[src/adc_seq_params.svh]
// constants for the external trigger conversion sequencer
`ifndef ADC_SEQ_PARAMS_SVH
`define ADC_SEQ_PARAMS_SVH
`define OFF_MODE_A 8'h00
`define OFF_MODE_C 8'h04
`define OFF_CHSEL 8'h08
`define OFF_STATUS 8'h0c
`define OFF_IRQ_STAT 8'h10
`define OFF_IRQ_EN 8'h14
`define OFF_IRQ_CLR 8'h18
`define OFF_RESULT0 8'h20
`define BIT_CONV_EN 0
`define BIT_EDGE_LO 1
`define BIT_EDGE_HI 2
`define BIT_MODE_LO 3
`define BIT_MODE_HI 4
`define BIT_BUF4 5
`define BIT_TIMER_TRIG 0
`define BIT_PIN_FUNC 1
`define CONV_TIME_NS 3100
`define CLK_PERIOD_NS 20
`define CONV_CYCLES ((`CONV_TIME_NS + `CLK_PERIOD_NS - 1) / `CLK_PERIOD_NS)
`endif

[src/adc_seq_pkg.sv]
// types for the external trigger conversion sequencer
package adc_seq_pkg;
  typedef enum logic [1:0] {
    ST_IDLE = 2'b00,
    ST_WAIT = 2'b01,
    ST_CONV = 2'b11
  } seq_state_t;
  typedef struct packed {
    logic [9:0] data;
    logic [1:0] chan;
  } conv_req_t;
  typedef struct packed {
    seq_state_t st;
    logic [7:0] cnt;
    logic [1:0] idx;
    logic [1:0] step;
    logic [1:0] trig_sync;
    logic trig_prev;
    logic [5:0] mode_a;
    logic [1:0] mode_c;
    logic [1:0] chsel;
    logic [3:0][9:0] result;
    logic [3:0] res_valid;
    logic irq_stat;
    logic irq_en;
    logic irq;
    logic [1:0] chan_out;
    logic active;
    logic awt;
    logic wt;
    logic [7:0] awaddr;
    logic [31:0] wdata;
    logic [3:0] wstrb;
    logic bvalid;
    logic [1:0] bresp;
    logic rvalid;
    logic [31:0] rdata;
    logic [1:0] rresp;
  } seq_regs_t;
endpackage

[src/adc_ext_trig_seq.sv]
// external trigger conversion sequencer with axi4-lite register slave
//
// How it works
// [RL1] conversions start only on a valid pin edge
// [RL2] software selects pin function and clears timer
// [RL3] edge field picks rising, falling or both
// [RL4] enable set: wait, then convert on trigger
// [RL5] result stored and interrupt raised together
// [RL6] after completion always return to waiting
// [RL7] active flag high converting, low waiting
// [RL8] trigger during conversion restarts the sequence
// [RL9] control register write aborts conversion to waiting
// [RL10] select modes offer one and four buffers
// [RL11] one buffer: one conversion, own index, irq
// [RL12] four buffer: four conversions into results 0-3
// [RL13] four buffer: irq only after fourth conversion
// [RL14] scan: channels 0 to selected, same index
// [RL15] scan: irq after last channel, then wait
// [RL16] enable cleared mid-conversion stores no result; a clearing write taken on the last count still stores it
// [RL17] enable never self-cleared by hardware
// [RL18] trigger source spaces triggers beyond conversion time
// [RL19] trigger pin synchronised before edge detection
//
// The implementer's own choices: the AXI4-Lite interface to the registers and the register offsets.
`timescale 1ns/1ps
`include "adc_seq_params.svh"
module adc_ext_trig_seq (
  // clock and reset
  input wire logic aclk,
  input wire logic aresetn,
  // axi4-lite write address and data
  input wire logic [7:0] s_axi_awaddr,
  input wire logic s_axi_awvalid,
  output logic s_axi_awready,
  input wire logic [31:0] s_axi_wdata,
  input wire logic [3:0] s_axi_wstrb,
  input wire logic s_axi_wvalid,
  output logic s_axi_wready,
  // axi4-lite write response
  output logic [1:0] s_axi_bresp,
  output logic s_axi_bvalid,
  input wire logic s_axi_bready,
  // axi4-lite read
  input wire logic [7:0] s_axi_araddr,
  input wire logic s_axi_arvalid,
  output logic s_axi_arready,
  output logic [31:0] s_axi_rdata,
  output logic [1:0] s_axi_rresp,
  output logic s_axi_rvalid,
  input wire logic s_axi_rready,
  // trigger pin and analog converter core
  input wire logic ext_trigger_pin,
  input wire adc_seq_pkg::conv_req_t conv_core,
  output logic [1:0] analog_input_sel,
  // status and interrupt
  output logic conv_active_flag,
  output logic conv_end_irq
);
  import adc_seq_pkg::*;

  localparam logic [7:0] CONV_LAST = 8'(`CONV_CYCLES - 1); // last count of one conversion

  // timing overview
  // the trigger pin passes two sync flops and one delayed copy, so a pin edge
  // reaches the sequencer about three cycles after it appears on the pin
  // one conversion is a fixed count of clock cycles; the converter core result
  // is taken on the last count and written to its result register; when that
  // result ends the sequence the interrupt status bit is set in the same step
  // one-buffer mode: one conversion per trigger, one interrupt per conversion
  // four-buffer mode: one conversion per trigger, the slot pointer advances
  // across triggers and the interrupt comes only with the fourth result
  // scan mode: one trigger walks channel 0 up to the selected channel without
  // stopping, and the interrupt comes after the selected channel is stored
  // a valid edge during a conversion starts the sequence again from its start;
  // the aborted result is never stored, so a source that fires too fast loses
  // results rather than corrupting them
  // a write to a control register during a conversion drops back to waiting
  // and restarts the four-buffer slot pointer, so a new setup always fills
  // slot 0 first
  // clearing the enable bit stops at once; it stores a result only when the write is taken on the last count
  // the interrupt clear is applied before the sequencer in the next-state
  // logic, so an end of conversion in the same cycle keeps the bit set

  seq_regs_t r_reg; // all state
  seq_regs_t r_next; // next state
  logic wr_fire; // write address and data both held
  logic rd_fire; // read address taken
  logic ctrl_wr; // write hits a control register
  logic conv_en; // conversion enable bit
  logic edge_rise; // synchronised rising edge
  logic edge_fall; // synchronised falling edge
  logic trig_evt; // valid trigger event
  logic ext_mode; // pin is trigger and timer trigger off
  logic scan_mode; // operation mode field selects scan
  logic last_conv; // final conversion of the sequence
  logic run_clean; // no stop, restart or control write this cycle

  assign conv_en = r_reg.mode_a[`BIT_CONV_EN];
  assign ext_mode = r_reg.mode_c[`BIT_PIN_FUNC] & ~r_reg.mode_c[`BIT_TIMER_TRIG]; // RL2
  assign scan_mode = r_reg.mode_a[`BIT_MODE_LO];
  // used by the checks: the running conversion is left alone this cycle
  assign run_clean = conv_en & ext_mode & ~trig_evt & ~ctrl_wr;
  // the second sync stage and its delayed copy are the only edge inputs
  assign edge_rise = r_reg.trig_sync[1] & ~r_reg.trig_prev; // RL19
  assign edge_fall = ~r_reg.trig_sync[1] & r_reg.trig_prev; // RL19
  // edge field: 01 rising, 00 falling, 1x both
  always_comb begin
    case ({r_reg.mode_a[`BIT_EDGE_HI], r_reg.mode_a[`BIT_EDGE_LO]})
      2'b01: trig_evt = edge_rise; // RL3
      2'b00: trig_evt = edge_fall; // RL3
      default: trig_evt = edge_rise | edge_fall; // RL3
    endcase
  end
  assign wr_fire = r_reg.awt & r_reg.wt & ~r_reg.bvalid;
  assign rd_fire = s_axi_arvalid & ~r_reg.rvalid;
  assign ctrl_wr = wr_fire & (r_reg.awaddr == `OFF_MODE_A || r_reg.awaddr == `OFF_MODE_C ||
                              r_reg.awaddr == `OFF_CHSEL);
  // end of sequence: scan reaches the selected channel, four-buffer the fourth step
  always_comb begin
    if (scan_mode) begin
      last_conv = (r_reg.idx == r_reg.chsel); // RL14
    end else if (r_reg.mode_a[`BIT_BUF4]) begin
      last_conv = (r_reg.step == 2'h3); // RL12
    end else begin
      last_conv = 1'b1; // RL11
    end
  end

  // next state of sequencer, interrupt and bus slave
  always_comb begin
    r_next = r_reg;
    r_next.trig_sync = {r_reg.trig_sync[0], ext_trigger_pin}; // RL19
    r_next.trig_prev = r_reg.trig_sync[1];
    // bus capture: address and data accepted in either order
    if (s_axi_awvalid && !r_reg.awt) begin
      r_next.awt = 1'b1;
      r_next.awaddr = s_axi_awaddr;
    end
    if (s_axi_wvalid && !r_reg.wt) begin
      r_next.wt = 1'b1;
      r_next.wdata = s_axi_wdata;
      r_next.wstrb = s_axi_wstrb;
    end
    if (r_reg.bvalid && s_axi_bready) begin
      r_next.bvalid = 1'b0;
    end
    if (r_reg.rvalid && s_axi_rready) begin
      r_next.rvalid = 1'b0;
    end
    // software clear of the sticky bit; done first so that a same-cycle set wins
    if (wr_fire && r_reg.awaddr == `OFF_IRQ_CLR && r_reg.wstrb[0] && r_reg.wdata[0]) begin
      r_next.irq_stat = 1'b0;
    end
    // sequencer
    case (r_reg.st)
      ST_IDLE: begin
        r_next.active = 1'b0;
        if (conv_en && ext_mode) begin
          r_next.st = ST_WAIT; // RL4
        end
      end
      ST_WAIT: begin
        r_next.active = 1'b0; // RL7
        if (!conv_en || !ext_mode) begin
          r_next.st = ST_IDLE;
        end else if (trig_evt) begin
          r_next.st = ST_CONV; // RL1
          r_next.cnt = 8'h00;
          // four-buffer keeps its slot across triggers; other modes start over
          if (scan_mode || !r_reg.mode_a[`BIT_BUF4]) begin
            r_next.step = 2'h0;
          end
          r_next.idx = scan_mode ? 2'h0 : r_reg.chsel; // RL14
          r_next.active = 1'b1; // RL7
        end
      end
      ST_CONV: begin
        r_next.cnt = r_reg.cnt + 8'h01;
        if (!conv_en || !ext_mode) begin
          r_next.st = ST_IDLE; // RL16
          r_next.active = 1'b0;
        end else if (trig_evt) begin
          r_next.cnt = 8'h00; // RL8
          r_next.step = 2'h0; // RL8
          r_next.idx = scan_mode ? 2'h0 : r_reg.chsel; // RL8
        end else if (r_reg.cnt == CONV_LAST) begin
          r_next.cnt = 8'h00;
          // four-buffer stores by step, otherwise by channel index
          if (!scan_mode && r_reg.mode_a[`BIT_BUF4]) begin
            r_next.result[r_reg.step] = conv_core.data; // RL12 RL10
            r_next.res_valid[r_reg.step] = 1'b1;
          end else begin
            r_next.result[r_reg.idx] = conv_core.data; // RL5
            r_next.res_valid[r_reg.idx] = 1'b1;
          end
          r_next.step = r_reg.step + 2'h1;
          if (scan_mode) begin
            r_next.idx = r_reg.idx + 2'h1; // RL14
          end
          if (last_conv) begin
            r_next.irq_stat = 1'b1; // RL5 RL13 RL15
            r_next.st = ST_WAIT; // RL6 RL17
            r_next.active = 1'b0; // RL7
          end else if (!scan_mode) begin
            // four-buffer: one conversion per trigger, then wait for the next
            r_next.st = ST_WAIT; // RL12
            r_next.active = 1'b0; // RL7
          end
        end
      end
      default: r_next.st = ST_IDLE;
    endcase
    // register writes
    if (wr_fire) begin
      r_next.awt = 1'b0;
      r_next.wt = 1'b0;
      r_next.bvalid = 1'b1;
      r_next.bresp = 2'b00;
      if (r_reg.wstrb[0]) begin
        case (r_reg.awaddr)
          `OFF_MODE_A: r_next.mode_a = r_reg.wdata[5:0];
          `OFF_MODE_C: r_next.mode_c = r_reg.wdata[1:0];
          `OFF_CHSEL: r_next.chsel = r_reg.wdata[1:0];
          `OFF_IRQ_EN: r_next.irq_en = r_reg.wdata[0];
          `OFF_IRQ_CLR: r_next.irq_en = r_next.irq_en;
          default: r_next.bresp = 2'b10;
        endcase
      end
      // a new setup restarts the four-buffer slot pointer
      if (ctrl_wr) begin
        r_next.step = 2'h0;
      end
      // control writes during a conversion abort it back to waiting
      if (ctrl_wr && r_reg.st == ST_CONV) begin
        r_next.st = ST_WAIT; // RL9
        r_next.active = 1'b0; // RL9
        r_next.cnt = 8'h00;
      end
    end
    // register reads
    if (rd_fire) begin
      r_next.rvalid = 1'b1;
      r_next.rresp = 2'b00;
      r_next.rdata = 32'h0000_0000;
      case (s_axi_araddr)
        `OFF_MODE_A: r_next.rdata = {26'h0, r_reg.mode_a};
        `OFF_MODE_C: r_next.rdata = {30'h0, r_reg.mode_c};
        `OFF_CHSEL: r_next.rdata = {30'h0, r_reg.chsel};
        `OFF_STATUS: r_next.rdata = {29'h0, r_reg.idx, r_reg.active}; // RL7
        `OFF_IRQ_STAT: r_next.rdata = {31'h0, r_reg.irq_stat};
        `OFF_IRQ_EN: r_next.rdata = {31'h0, r_reg.irq_en};
        `OFF_IRQ_CLR: r_next.rdata = 32'h0000_0000;
        8'h20, 8'h24, 8'h28, 8'h2c: r_next.rdata = {22'h0, r_reg.result[s_axi_araddr[3:2]]};
        default: r_next.rresp = 2'b10;
      endcase
    end
    r_next.irq = r_next.irq_stat & r_next.irq_en;
    r_next.chan_out = r_next.idx;
  end

  // register the whole state; synchronous reset
  always_ff @(posedge aclk) begin
    if (!aresetn) begin
      r_reg <= '0;
    end else begin
      r_reg <= r_next;
    end
  end

  // outputs straight from flops
  assign s_axi_awready = ~r_reg.awt;
  assign s_axi_wready = ~r_reg.wt;
  assign s_axi_bvalid = r_reg.bvalid;
  assign s_axi_bresp = r_reg.bresp;
  assign s_axi_arready = ~r_reg.rvalid;
  assign s_axi_rvalid = r_reg.rvalid;
  assign s_axi_rdata = r_reg.rdata;
  assign s_axi_rresp = r_reg.rresp;
  assign conv_active_flag = r_reg.active;
  assign conv_end_irq = r_reg.irq;
  assign analog_input_sel = r_reg.chan_out;

  // flag follows state
  flag_state_a: assert property (@(posedge aclk) disable iff (!aresetn) // RL7
    r_reg.active == (r_reg.st == ST_CONV)) else $error("active flag mismatch");
  // no start without trigger
  start_trig_a: assert property (@(posedge aclk) disable iff (!aresetn) // RL1
    (r_reg.st == ST_WAIT && !trig_evt) |=> r_reg.st != ST_CONV) else $error("start w/o trig");
  // control write aborts
  ctrl_abort_a: assert property (@(posedge aclk) disable iff (!aresetn) // RL9
    (ctrl_wr && r_reg.st == ST_CONV && conv_en && ext_mode) |=> r_reg.st == ST_WAIT)
    else $error("write did not abort");
  // enable never cleared by hardware
  enable_kept_a: assert property (@(posedge aclk) disable iff (!aresetn) // RL17
    (conv_en && !ctrl_wr) |=> conv_en) else $error("enable self-cleared");
  // disabled abort stores nothing
  stop_nostore_a: assert property (@(posedge aclk) disable iff (!aresetn) // RL16
    (r_reg.st == ST_CONV && !conv_en) |=> $stable(r_reg.res_valid)) else $error("stored on stop");
  // trigger restarts count
  trig_restart_a: assert property (@(posedge aclk) disable iff (!aresetn) // RL8
    (r_reg.st == ST_CONV && conv_en && ext_mode && trig_evt && !ctrl_wr) |=> r_reg.cnt == 8'h00)
    else $error("no restart");
  // four-buffer irq not before fourth step
  buf4_irq_a: assert property (@(posedge aclk) disable iff (!aresetn) // RL13
    (r_reg.st == ST_CONV && !scan_mode && r_reg.mode_a[`BIT_BUF4] && r_reg.step != 2'h3 &&
     !r_reg.irq_stat) |=> !r_reg.irq_stat) else $error("early irq");
  // irq output tracks status and enable
  irq_level_a: assert property (@(posedge aclk) disable iff (!aresetn) // RL5
    $rose(r_reg.irq_stat) |-> (conv_end_irq == r_reg.irq_en)) else $error("irq mismatch");
  // a result register moves only on the last count
  store_at_end_a: assert property (@(posedge aclk) disable iff (!aresetn) // RL5
    (r_reg.cnt != CONV_LAST) |=> $stable(r_reg.result)) else $error("early result store");
  // the interrupt is set in the step that stores the result
  irq_with_store_a: assert property (@(posedge aclk) disable iff (!aresetn) // RL5
    $rose(r_reg.irq_stat) |-> ($past(r_reg.cnt) == CONV_LAST)) else $error("irq without store");
  // one-buffer: every finished conversion raises the interrupt
  buf1_irq_a: assert property (@(posedge aclk) disable iff (!aresetn) // RL11
    (r_reg.st == ST_CONV && !scan_mode && !r_reg.mode_a[`BIT_BUF4] &&
     r_reg.cnt == CONV_LAST && run_clean) |=> r_reg.irq_stat) else $error("missing irq");
  // a finished sequence always returns to waiting
  done_wait_a: assert property (@(posedge aclk) disable iff (!aresetn) // RL6 RL15
    (r_reg.st == ST_CONV && r_reg.cnt == CONV_LAST && last_conv && run_clean)
    |=> (r_reg.st == ST_WAIT && r_reg.irq_stat)) else $error("no return to wait");
  // scan moves on to the next channel until the selected one is done
  scan_next_a: assert property (@(posedge aclk) disable iff (!aresetn) // RL14
    (r_reg.st == ST_CONV && scan_mode && !last_conv && r_reg.cnt == CONV_LAST && run_clean)
    |=> (r_reg.st == ST_CONV && r_reg.idx == $past(r_reg.idx) + 2'h1))
    else $error("scan did not advance");
  // four-buffer: each trigger yields one conversion, then waits
  buf4_wait_a: assert property (@(posedge aclk) disable iff (!aresetn) // RL12
    (r_reg.st == ST_CONV && !scan_mode && r_reg.mode_a[`BIT_BUF4] && !last_conv &&
     r_reg.cnt == CONV_LAST && run_clean) |=> r_reg.st == ST_WAIT) else $error("buf4 no wait");
  // a cleared enable drops to idle at once
  stop_idle_a: assert property (@(posedge aclk) disable iff (!aresetn) // RL16
    (r_reg.st == ST_CONV && !conv_en && !ctrl_wr) |=> r_reg.st == ST_IDLE)
    else $error("stop not taken");
  // trigger events come only from the synchronised edge
  sync_edge_a: assert property (@(posedge aclk) disable iff (!aresetn) // RL19
    trig_evt |-> (r_reg.trig_sync[1] != r_reg.trig_prev)) else $error("unsynced trigger");
endmodule

[config.mk]
export PLATFORM = sky130hd
export DESIGN_NAME = adc_ext_trig_seq
export DESIGN_NICKNAME = d
export VERILOG_FILES = /design/src/adc_seq_pkg.sv /design/src/adc_ext_trig_seq.sv
export VERILOG_INCLUDE_DIRS = /design/src /design/src/src
export SDC_FILE = /design/constraint.sdc
export NUM_CORES = 1
export LEC_CHECK = 0
export BUFFER_PORTS_ARGS = -buffer_cell sky130_fd_sc_hd__buf_2
export CAP_MARGIN = 20
export CORE_MARGIN = 3
export CORE_UTILIZATION = 54
export CTS_CLUSTER_DIAMETER = 50
export DETAILED_ROUTE_END_ITERATION = 6
export PLACE_DENSITY = 0.8
export SLEW_MARGIN = 20
export SYNTH_ARGS = -nofsm -noshare
export SYNTH_HDL_FRONTEND = slang
export SYNTH_SLANG_ARGS = --single-unit
[constraint.sdc]
create_clock -name aclk -period 3.1 [get_ports aclk]
set_input_delay 0.155 -clock aclk [delete_from_list [all_inputs] [get_ports aclk]]
set_output_delay 0.155 -clock aclk [all_outputs]
set_load 0.01 [all_outputs]
==> flow_metrics.env <==
export IMPL_cp_required_ns=3.37
export IMPL_synthFlopType="dfxtp_1"
export IMPL_rr_startpoint="r_reg[151]"
export IMPL_die_area_mm2=0.0107
export IMPL_die_x_um=104
export IMPL_cts_sinks=102
export IMPL_viasPerCell=5.52
export IMPL_final_hold_violation_count=0
export IMPL_cp_slowest_cell="or4_4"
export IMPL_dpl_instance_area_mm2=0.00532
export IMPL_period_share_pct=77.7
export IMPL_synth_cell_area_mm2=0.00514
export IMPL_largest_reg_flops=81
export IMPL_layout_commonest_cell="dfxtp_1"
export IMPL_drt_wl_total_mm=10.6
export IMPL_max_stage_delay_ns=0.58
export IMPL_rows=34
export IMPL_rr_worst_depth=8
export IMPL_syn_area_per_cell_um2=9.88
export IMPL_grt_usage_pct=19.7
export IMPL_clock_path_buffers=2
export IMPL_tns_ns=0
export IMPL_end_kind="flip-flop"
export IMPL_async_flop_share_pct=0
export IMPL_fin_worst_skew_ns=0.00893
export IMPL_initial_core_util_pct=57.2
export IMPL_critPathMaxFanout=10
export IMPL_dp_slack_ns=0.768
export IMPL_drtIter0Drc=273
export IMPL_core_area_mm2=0.00898
export IMPL_worstHoldEndpoint="s_axi_rvalid"
export IMPL_worst_r2r_endpoint="r_reg[100]"
export IMPL_gr_total_overflow=0
export IMPL_outcome="finished, final reports clean"
export IMPL_arrival_ns=2.68
export IMPL_top_level_ports=117
export IMPL_drive_gt1_share_pct=18.9
export IMPL_slew_limit_headroom_pct=40.4
export IMPL_routedWlPerCell_um=15.2
export IMPL_path_clk_slew_ns=0.11
export IMPL_p_per_area_mw_per_mm2=426
export IMPL_hp_start="s_axi_rready"
export IMPL_cp_startpoint="r_reg[151]"
export IMPL_finalSetupViolCount=0
export IMPL_insertion_delay_ns=0.38
export IMPL_root_buffer="clkbuf_8"
export IMPL_rsz0062_at_grt="false"
export IMPL_grt_pass1_vias=3624
export IMPL_start_kind="flip-flop"
export IMPL_yosysSeqAreaShare_pct=39.7
export IMPL_hold_depth=3
export IMPL_crit_type="flip-flop to flip-flop"
export IMPL_final_area_mm2=0.00555
export IMPL_ir_drop_mv=0.246
export IMPL_num_vias=3823
export IMPL_yosysWarningCount=0
export IMPL_worst_slew_pin_slew_ns=0.892
export IMPL_p_total_mw=2.36
export IMPL_numCtsBuffers=9
export IMPL_final_cell_mix="dfxtp_1, nor2b_1, mux2i_1"
export IMPL_h_tree_depth=3
export IMPL_dieHeight_um=104
export IMPL_hold_slack_ns=0.0232
export IMPL_port_buffers=61
export IMPL_dpl_hpwl_mm=7.50
export IMPL_grt_max_degree=49
export IMPL_grt_pass1_wl_mm=17.6
export IMPL_power_leakage_nw=2.04
export IMPL_cts_tree="built"
export IMPL_maxCapViolCount=0
export IMPL_synthDistinctLibCells=53
export IMPL_postLayoutSetupSlackWorst_ns=0.690
export IMPL_globalplace_congestion=0.863
export IMPL_firstDrtPassIters=5
export IMPL_remaining_drc_errors=0
export IMPL_num_antenna_cells=0
export IMPL_antenna_found_initial=0
export IMPL_cp_cell_sequence="inv_1, ha_1, or3b_4, or4_4, nor3_2, buf_4, mux2i_1, nor2b_1"
export IMPL_holdCritPathClass="primary input to flip-flop"
export IMPL_rrSetupSlack_ns=0.69
export IMPL_area_growth_syn_to_layout_pct=7.94
export IMPL_ys_ff_latch=102
export IMPL_syn_inst=520
export IMPL_synth_edf_count=0
export IMPL_slew_violations=0
export IMPL_ant_nets=0
export IMPL_period_needed_ns=2.41
export IMPL_fin_nets=646
export IMPL_postCtsSetupBuffers=0
export IMPL_max_freq_mhz=415
logic make-up (layout without fill, tap and decap cells):
group | count (synthesis) | count (layout) | share of synthesized area [%]
DFF | 102 | 102 | 39.7
adders and majority gates | 12 | 12 | 2.92
AOI/OAI and AO/OA | 59 | 59 | 7.79
muxes | 82 | 82 | 18.9
and+or+nand+nor | 186 | 186 | 21.2
buffers and inverters | 76 | 100 | 8.98
other | 1 | 24 | 0.0730
xor gates and xnor gates | 2 | 2 | 0.341
layout make-up:
| type | instances | area (um2) |
|---|---|---|
| Timing Repair Buffer | 70 | 380 |
| Sequential cell | 102 | 2040 |
| Multi-Input combinational cell | 365 | 2720 |
| Clock buffer | 9 | 124 |
| Inverter | 14 | 52.6 |
| Tap cell | 126 | 158 |
| Fill cell | 743 | 3430 |
| Clock inverter | 7 | 68.8 |
routing by layer:
| metal | GRT usage [%] | up-vias | share of wire, % |
|---|---|---|---|
| li1 | - | 1845 | - |
| met5 | 0 | - | 0 |
| met2 | 31.4 | 135 | 47 |
| met4 | 5.98 | 0 | 1.2 |
| met3 | 3.67 | 13 | 6.1 |
| met1 | 27.1 | 1830 | 46 |
worst max-delay path: cells and delay by family (launching register included):
kind,cells,cell delay [ns]
fa+ha+maj,1,0.13
buf+inv,2,0.34
flops,1,0.36
mux,1,0.27
simple gates,4,1.20
worst max-delay path by stage:
stage	to	slack [ns]
5_1_grt	r_reg[94]	0.60
2_1_floorplan	r_reg[104]	0.93
6_report	r_reg[100]	0.69
3_5_place_dp	r_reg[125]	0.77
4_1_cts	r_reg[100]	0.71
3_3_place_gp	r_reg[129]	0.81
Yosys cell counts, types with 9 or more instances:
library cell	n	area (um2)
nor2b_1	73	457
nor3_1	9	45.0
ha_1	12	150
inv_1	14	52.6
o21ai_0	9	45.0
mux4_2	12	270
a21oi_1	15	75.1
nand3_1	12	60.1
clkbuf_1	16	60.1
nor2_1	21	78.8
dfxtp_1	102	2040
mux2i_1	68	681
nand2_1	26	97.6
buf_4	39	293
what timing repair did:
action	in CTS	in global routing
hold buffers	3	0
endpoints found under the hold margin	3	0
gates resized for setup	0	0
where the power goes:
group	internal, mW	switching, mW
Sequential	1.33	0.0202
Combinational	0.0842	0.108
Clock	0.310	0.508
metrics by stage:
stage          util [%]  cells
2_1_floorplan         -    543
3_5_place_dp       59.3    674
5_1_grt            61.8    693
6_report           61.8    693
4_1_cts            61.8    693
3_3_place_gp       59.3    674
Note: power is estimated with default switching activity, not from simulation.
